==> src/logic/srp_pkg.sv <==
// constants and types for the segment relocation and protection unit
package srp_pkg;
  localparam int ADDR_W = 20;
  localparam int SEG_CNT = 16;
  localparam int SEG_IDX_W = 4;
  localparam int REG_W = 32;
  localparam int OFS_W = ADDR_W - SEG_IDX_W;
  localparam int GRAN_W = 8;
  localparam int BASE_W = ADDR_W - GRAN_W;
  localparam int LIM_W = OFS_W - GRAN_W;
  // segment register layout
  localparam int SEG_PRESENT_BIT = 31;
  localparam int SEG_NOEXEC_BIT = 30;
  localparam int SEG_WPROT_BIT = 29;
  localparam int SEG_BASE_LSB = 16;
  localparam int SEG_LIM_LSB = 0;
  localparam logic [REG_W-1:0] SEG_RESET = 32'h0000_0000;
  localparam logic [1:0] RST_SYNC_RESET = 2'h0;
  typedef enum logic [1:0] {
    SRP_SRC_NONE = 2'b00,
    SRP_SRC_CPU = 2'b01,
    SRP_SRC_DMA = 2'b10
  } srp_src_t;
endpackage

==> src/logic/srp_xlat_if.sv <==
// lookup request and result between the unit and its translator
`timescale 1ns/1ps
`default_nettype none
interface srp_xlat_if;
  logic [srp_pkg::ADDR_W-1:0] log_addr;
  logic [srp_pkg::REG_W-1:0] seg_reg;
  logic is_fetch;
  logic is_write;
  logic [srp_pkg::ADDR_W-1:0] phys_addr;
  logic invalid;
  logic exec_viol;
  logic write_viol;
  modport unit (output log_addr, output seg_reg, output is_fetch, output is_write,
                input phys_addr, input invalid, input exec_viol, input write_viol);
  modport xlat (input log_addr, input seg_reg, input is_fetch, input is_write,
                output phys_addr, output invalid, output exec_viol, output write_viol);
endinterface
`default_nettype wire

==> src/logic/srp_seg_xlat.sv <==
// combinational segment translation and protection check
`timescale 1ns/1ps
`default_nettype none
module srp_seg_xlat (
  srp_xlat_if.xlat x
);
  wire [srp_pkg::OFS_W-1:0] ofs = x.log_addr[srp_pkg::OFS_W-1:0];
  wire [srp_pkg::LIM_W-1:0] ofs_blk = ofs[srp_pkg::OFS_W-1:srp_pkg::GRAN_W];
  wire [srp_pkg::LIM_W-1:0] lim = x.seg_reg[srp_pkg::SEG_LIM_LSB +: srp_pkg::LIM_W];
  wire [srp_pkg::BASE_W-1:0] base = x.seg_reg[srp_pkg::SEG_BASE_LSB +: srp_pkg::BASE_W];
  wire present = x.seg_reg[srp_pkg::SEG_PRESENT_BIT];
  // limit counts 256-byte blocks minus one, so 256 bytes up to 64k
  wire over = ofs_blk > lim;
  wire [srp_pkg::ADDR_W-1:0] base_full = {base, {srp_pkg::GRAN_W{1'b0}}};
  // wraps past the top of the 1 MB space rather than faulting
  assign x.phys_addr = base_full + {{srp_pkg::SEG_IDX_W{1'b0}}, ofs};
  assign x.invalid = !present || over;
  assign x.exec_viol = x.is_fetch && x.seg_reg[srp_pkg::SEG_NOEXEC_BIT];
  assign x.write_viol = x.is_write && x.seg_reg[srp_pkg::SEG_WPROT_BIT];
endmodule // srp_seg_xlat
`default_nettype wire

==> src/logic/srp_segment_relocation_protect.sv <==
// address guard unit: segment relocation and protection between core and memory
`timescale 1ns/1ps
`default_nettype none
// Operation
// - check and translate every user-mode address
// - map 20-bit logical onto 20-bit physical
// - flag addresses outside mapped region invalid
// - block fetches from non-executable segments
// - refuse writes to write-protected segments
// - up to sixteen independently mapped segments
// - segment base aligned on 256 bytes
// - segment length 256 bytes to 64K
// - supervisor mode bypasses translation and checks
// - direct memory bus transfers stay untranslated
// - sixteen 32-bit relocation registers
module srp_segment_relocation_protect (
  // clock and reset
  input wire logic clk,
  input wire logic rstn,
  input wire logic ce,
  // segment register load and readback port
  input wire logic seg_wr_en,
  input wire logic [srp_pkg::SEG_IDX_W-1:0] seg_wr_idx,
  input wire logic [srp_pkg::REG_W-1:0] seg_wr_data,
  input wire logic [srp_pkg::SEG_IDX_W-1:0] seg_rd_idx,
  output logic [srp_pkg::REG_W-1:0] seg_rd_data,
  // processor request
  input wire logic cpu_valid,
  input wire logic [srp_pkg::ADDR_W-1:0] cpu_addr,
  input wire logic cpu_write,
  input wire logic cpu_fetch,
  input wire logic cpu_user_mode,
  // direct_memory_io_bus request
  input wire logic dma_valid,
  input wire logic [srp_pkg::ADDR_W-1:0] dma_addr,
  input wire logic dma_write,
  // memory side
  output logic mem_valid,
  output logic [srp_pkg::ADDR_W-1:0] mem_addr,
  output logic mem_write,
  output logic [1:0] mem_src,
  // processor answer
  output logic cpu_retry,
  output logic fault,
  output logic fault_invalid,
  output logic fault_exec,
  output logic fault_write,
  output logic [srp_pkg::ADDR_W-1:0] fault_addr
);
  // ------------------------------------------------------------
  // reset release
  // ------------------------------------------------------------
  // ce stalls the release too, so enable must run for reset to end
  logic [1:0] rst_sync_r;
  wire rst_n = rst_sync_r[1];
  always_ff @(posedge clk or negedge rstn) begin
    if (!rstn) begin
      rst_sync_r <= srp_pkg::RST_SYNC_RESET;
    end else if (ce) begin
      rst_sync_r <= {rst_sync_r[0], 1'b1};
    end
  end

  // ------------------------------------------------------------
  // relocation registers
  // ------------------------------------------------------------
  logic [srp_pkg::REG_W-1:0] seg_r [srp_pkg::SEG_CNT];
  always_ff @(posedge clk or negedge rst_n) begin
    if (!rst_n) begin
      for (int i = 0; i < srp_pkg::SEG_CNT; i++) begin
        seg_r[i] <= srp_pkg::SEG_RESET;
      end
    end else if (ce && seg_wr_en) begin
      seg_r[seg_wr_idx] <= seg_wr_data;
    end
  end

  // ------------------------------------------------------------
  // translation
  // ------------------------------------------------------------
  srp_xlat_if xi ();
  wire [srp_pkg::SEG_IDX_W-1:0] seg_sel = cpu_addr[srp_pkg::ADDR_W-1 -: srp_pkg::SEG_IDX_W];
  assign xi.log_addr = cpu_addr;
  assign xi.seg_reg = seg_r[seg_sel];
  assign xi.is_fetch = cpu_fetch;
  assign xi.is_write = cpu_write;
  srp_seg_xlat u_xlat (
    .x(xi)
  );

  // ------------------------------------------------------------
  // request selection
  // ------------------------------------------------------------
  // dma wins contention; the core sees a retry and reissues
  wire take_dma = dma_valid;
  wire take_cpu = cpu_valid && !dma_valid;
  wire cpu_lost = cpu_valid && dma_valid;
  // supervisor requests skip every check below
  wire cpu_xlat = take_cpu && cpu_user_mode;

  // ------------------------------------------------------------
  // fault decode
  // ------------------------------------------------------------
  // several causes may be raised by one access
  wire bad_invalid = cpu_xlat && xi.invalid;
  wire bad_exec = cpu_xlat && xi.exec_viol;
  wire bad_write = cpu_xlat && xi.write_viol;
  wire cpu_bad = bad_invalid || bad_exec || bad_write;
  wire cpu_ok = take_cpu && !cpu_bad;

  // ------------------------------------------------------------
  // memory side next values
  // ------------------------------------------------------------
  wire [srp_pkg::ADDR_W-1:0] cpu_phys = cpu_user_mode ? xi.phys_addr : cpu_addr;
  wire mem_valid_nxt = take_dma || cpu_ok;
  wire [srp_pkg::ADDR_W-1:0] mem_addr_nxt = take_dma ? dma_addr : cpu_phys;
  // write strobe stays low on a suppressed access
  wire mem_write_nxt = take_dma ? dma_write : (cpu_ok && cpu_write);
  wire [1:0] mem_src_nxt = take_dma ? srp_pkg::SRP_SRC_DMA :
                           cpu_ok ? srp_pkg::SRP_SRC_CPU : srp_pkg::SRP_SRC_NONE;

  // ------------------------------------------------------------
  // memory side registers
  // ------------------------------------------------------------
  always_ff @(posedge clk or negedge rst_n) begin
    if (!rst_n) begin
      mem_valid <= 1'b0;
    end else if (ce) begin
      mem_valid <= mem_valid_nxt;
    end
  end

  always_ff @(posedge clk or negedge rst_n) begin
    if (!rst_n) begin
      mem_addr <= '0;
    end else if (ce) begin
      mem_addr <= mem_addr_nxt;
    end
  end

  always_ff @(posedge clk or negedge rst_n) begin
    if (!rst_n) begin
      mem_write <= 1'b0;
    end else if (ce) begin
      mem_write <= mem_write_nxt;
    end
  end

  always_ff @(posedge clk or negedge rst_n) begin
    if (!rst_n) begin
      mem_src <= srp_pkg::SRP_SRC_NONE;
    end else if (ce) begin
      mem_src <= mem_src_nxt;
    end
  end

  // ------------------------------------------------------------
  // segment readback
  // ------------------------------------------------------------
  // registered readback, one cycle behind the index
  always_ff @(posedge clk or negedge rst_n) begin
    if (!rst_n) begin
      seg_rd_data <= srp_pkg::SEG_RESET;
    end else if (ce) begin
      seg_rd_data <= seg_r[seg_rd_idx];
    end
  end

  // ------------------------------------------------------------
  // processor answer registers
  // ------------------------------------------------------------
  always_ff @(posedge clk or negedge rst_n) begin
    if (!rst_n) begin
      cpu_retry <= 1'b0;
    end else if (ce) begin
      cpu_retry <= cpu_lost;
    end
  end

  always_ff @(posedge clk or negedge rst_n) begin
    if (!rst_n) begin
      fault <= 1'b0;
    end else if (ce) begin
      fault <= cpu_bad;
    end
  end

  always_ff @(posedge clk or negedge rst_n) begin
    if (!rst_n) begin
      fault_invalid <= 1'b0;
    end else if (ce) begin
      fault_invalid <= bad_invalid;
    end
  end

  always_ff @(posedge clk or negedge rst_n) begin
    if (!rst_n) begin
      fault_exec <= 1'b0;
    end else if (ce) begin
      fault_exec <= bad_exec;
    end
  end

  always_ff @(posedge clk or negedge rst_n) begin
    if (!rst_n) begin
      fault_write <= 1'b0;
    end else if (ce) begin
      fault_write <= bad_write;
    end
  end

  // holds the last faulting address until the next fault
  always_ff @(posedge clk or negedge rst_n) begin
    if (!rst_n) begin
      fault_addr <= '0;
    end else if (ce && cpu_bad) begin
      fault_addr <= cpu_addr;
    end
  end
endmodule // srp_segment_relocation_protect
`default_nettype wire

==> config.mk <==
export PLATFORM = sky130hd
export DESIGN_NAME = srp_segment_relocation_protect
export DESIGN_NICKNAME = d
export VERILOG_FILES = /design/src/logic/srp_pkg.sv /design/src/logic/srp_xlat_if.sv /design/src/logic/srp_seg_xlat.sv /design/src/logic/srp_segment_relocation_protect.sv
export SDC_FILE = /design/constraint.sdc
export NUM_CORES = 1
export LEC_CHECK = 0
export BUFFER_PORTS_ARGS = -buffer_cell sky130_fd_sc_hd__buf_4
export CAP_MARGIN = 25
export CELL_PAD_IN_SITES_DETAIL_PLACEMENT = 0
export CELL_PAD_IN_SITES_GLOBAL_PLACEMENT = 2
export CORE_ASPECT_RATIO = 0.75
export CORE_MARGIN = 5
export CORE_UTILIZATION = 40
export CTS_CLUSTER_DIAMETER = 120
export CTS_CLUSTER_SIZE = 30
export DETAILED_ROUTE_END_ITERATION = 6
export PLACE_DENSITY = 0.85
export SETUP_SLACK_MARGIN = 0.5
export SYNTH_ARGS = -nofsm -noshare
export SYNTH_HDL_FRONTEND = slang
export SYNTH_SLANG_ARGS = --single-unit
==> constraint.sdc <==
create_clock -name clk -period 18.4 [get_ports clk]
set_clock_uncertainty 0.1 [all_clocks]
set_input_delay 2.76 -clock clk [delete_from_list [all_inputs] [get_ports clk]]
set_output_delay 2.76 -clock clk [all_outputs]
set_load 0.005 [all_outputs]
==> impl_metrics.py <==
metrics = {
    "yosys": {
        "synth_fp_nets": 1938,
        "yosysMostFrequentCell": "dfrtp_1",
        "ys_types": 57,
        "syn-cell-area_um2": 29740,
        "avgSynthCellArea_um2": 16.24,
        "async_flop_share_pct": 100.0,
        "synth_top_area_share_pct": 50.07,
        "synth_cells": 1831,
        "ys.flop_type": "dfrtp_1",
        "yosys_warnings": 0,
        "synth_edf_count": 0,
        "synth_seq_area_share_pct": 50.07,
        "yosys.area.top_type": "dfrtp_1",
        "synth_area_leaders": "dfrtp_1, mux2_2, mux4_2",
        "synth_seq_cells": 595,
        "synthTopCellsByCount": "dfrtp_1, mux2_2, mux4_2",
    },
    "global_route": {
        "grt_util_met1_pct": 28.52,
        "grt_pass1_wl_mm": 121.4,
        "grtUsageMet2_pct": 31.35,
        "overflow": 0,
        "antenna_found_initial": 3,
        "grt_max_degree": 168,
        "gr-usage-met3_pct": 4.714,
        "busiest_layer": "met2",
        "grt_use_total_pct": 19.70,
        "grt_pass1_vias": 18470,
    },
    "cts": {
        "numCtsBuffers": 23,
        "clock_latency_ns": 0.61,
        "cts_hold_buf": 0,
        "cts.path.max_buffers": 3,
        "h-tree-depth": 1,
        "cts_root_buffer": "clkbuf_16",
        "postCtsSetupBuffers": 0,
        "path_clk_slew_ns": 0.12,
        "cts_resized": 0,
        "clock-sinks": 595,
        "cts_tree": "yes",
    },
    "layout": {
        "fillers": 6367,
        "antenna_cells": 0,
        "multiInputGateArea_um2": 14130,
        "area_growth_pct": 9.369,
        "seqCellArea_um2": 14890,
        "drive_gt1_share_pct": 56.86,
        "final_util_pct": 44.19,
        "nNetsFinal": 2001,
    },
    "worst_setup_path": {
        "crit_arrival_ns": 7.38,
        "worstRegToRegCells": 11,
        "rrSetupSlack_ns": 14.65,
        "start_kind": "primary input",
        "path_class": "in -> reg",
        "end_kind": "flip-flop",
        "regToRegEndpoint": "fault_addr[8]",
        "cp.required_ns": 18.77,
        "r2r-start": "seg_r[385]",
        "cp_max_fo": 53,
    },
    "route": {
        "wl_per_cell_um": 27.52,
        "drcViolationCount": 0,
        "drtAntennaViolNets": 0,
        "vias": 17180,
        "drt-total-wl_mm": 78.83,
        "vias_per_cell": 5.997,
        "drt-initial-drc-count": 1290,
        "drtPass1Iterations": 5,
    },
    "die": {
        "ios": 171,
        "initial_core_util_pct": 40.41,
        "die_h_um": 246.1,
        "rows": 86,
        "dieArea_um2": 79960,
        "core_area_um2": 73600,
        "die_width_um": 324.9,
    },
    "timing": {
        "worst_slack_ns": 11.38,
        "slew_headroom_pct": 33.90,
        "period_needed_ns": 7.015,
        "tightest_slew_ns": 0.9915,
        "setup_viol": 0,
        "hold_viol": 0,
        "slew_violations": 0,
        "post-route-period-util_pct": 38.13,
        "rsz0062_at_grt": "false",
        "fin_setup_tns_ns": 0,
        "max_freq_mhz": 142.5,
    },
    "run": {
        "cap_violations": 0,
    },
    "outcome": {
        "outcome": "finished clean",
    },
    "placement": {
        "dp_hpwl_mm": 45.89,
        "port_buffers": 170,
        "pre_cts_slack_ns": 10.61,
        "place_congestion": 0.7454,
    },
    "worst_hold_path": {
        "hold_class": "reg -> async",
    },
    "pwr": {
        "p_per_area_nw_per_um2": 96.63,
        "peakVddDrop_mv": 0.07458,
        "p_leak_nw": 13.76,
    },
}
-- registers in the layout, indices dropped and copies added, names as in the netlist --
register and cells:
rst_sync_r 2, seg_rd_data 32, fault_exec 1, fault_invalid 1, mem_valid 1, cpu_retry 1, mem_addr 20, fault 1
seg_r 512, mem_write 1, fault_write 1, mem_src 2, fault_addr 20
-- kinds of logic after synthesis --
kind of cell,Yosys count,synth area share [%]
adder cells (fa/ha/maj),17,0.7405
buffers and inverters,185,2.764
flip-flops,595,50.07
multiplexers,855,42.77
AO/OA/AOI/OAI,78,1.851
XOR/XNOR,8,0.2356
AND/OR/NAND/NOR,93,1.573
-- how the worst max path moves through the flow --
stage,end,cells after the start,slack [ns],startpoint
2_1_floorplan,cpu_retry,0,8.61,rst_sync_r[1]
3_3_place_gp,fault_addr[13],12,10.40,cpu_addr[16]
3_5_place_dp,fault_addr[8],12,10.61,cpu_addr[16]
4_1_cts,fault_addr[8],12,11.23,cpu_addr[16]
5_1_grt,fault_addr[8],13,10.93,cpu_addr[16]
6_report,fault_addr[8],13,11.38,cpu_addr[16]
-- placed cells by master, fill, tap and decap left out, types with 3 or more instances in the layout --
cell         n
a21oi_1     19
a221o_1      4
a221oi_1     4
a22o_1       7
buf_16       3
buf_4      194
clkbuf_16   23
dfrtp_1    594
ha_1        16
inv_1       21
mux2_1       3
mux2_2     550
mux2_4      19
mux2i_1     16
mux4_1       9
mux4_2     258
nand2_1     15
nand2b_1     5
nand3_1      7
nand4_1      4
nor2_1      23
nor2_4       9
nor2b_1      4
o21ai_0     18
o22ai_1      5
xnor2_1      4
xor2_1       4
-- critical path: stages --
cell and delay, ns:
buf_6 0.53, buf_4 0.82, mux4_2 0.61, mux4_2 0.46
inv_1 0.06, ha_1 0.23, nor2b_1 0.13, o211ai_1 0.15
a21oi_1 0.08, o22ai_1 0.64, a31oi_4 0.29, buf_12 0.24
mux2_4 0.31
-- per-stage QoR --
stage	hold WS, ns	instances	total power, mW	cell area (um2)
detailed placement	0.3470	2834	2.535	31840
global placement	0.3399	2833	2.491	31820
global route	0.3945	2864	3.301	32530
finish	0.3227	2864	3.143	32530
CTS	0.3618	2861	3.171	32440
floorplan	0.3305	1831	2.271	29740
-- cell type report --
| type | instances | share of cell area (%) |
|---|---|---|
| clock inverters | 2 | 0.04231 |
| multi-input cells | 1051 | 43.44 |
| repair buffers | 201 | 4.932 |
| clock buffers | 25 | 1.823 |
| well taps | 968 | 3.724 |
| inverters | 22 | 0.2539 |
| flip-flops and latches | 595 | 45.79 |
-- power by group --
part           leakage, nW  switching, mW  internal, mW
registers             7.25          0.170          1.57
logic                 6.21          0.266         0.495
clock network        0.300          0.405         0.234
-- routing by layer --
metal | vias up | part of all wire [%]
li1 | 7136 | -
met1 | 9502 | 45
met2 | 472 | 47
met3 | 64 | 6.8
met4 | 2 | 1.4
met5 | - | 0.015
Power figures use the tool's default switching activity.
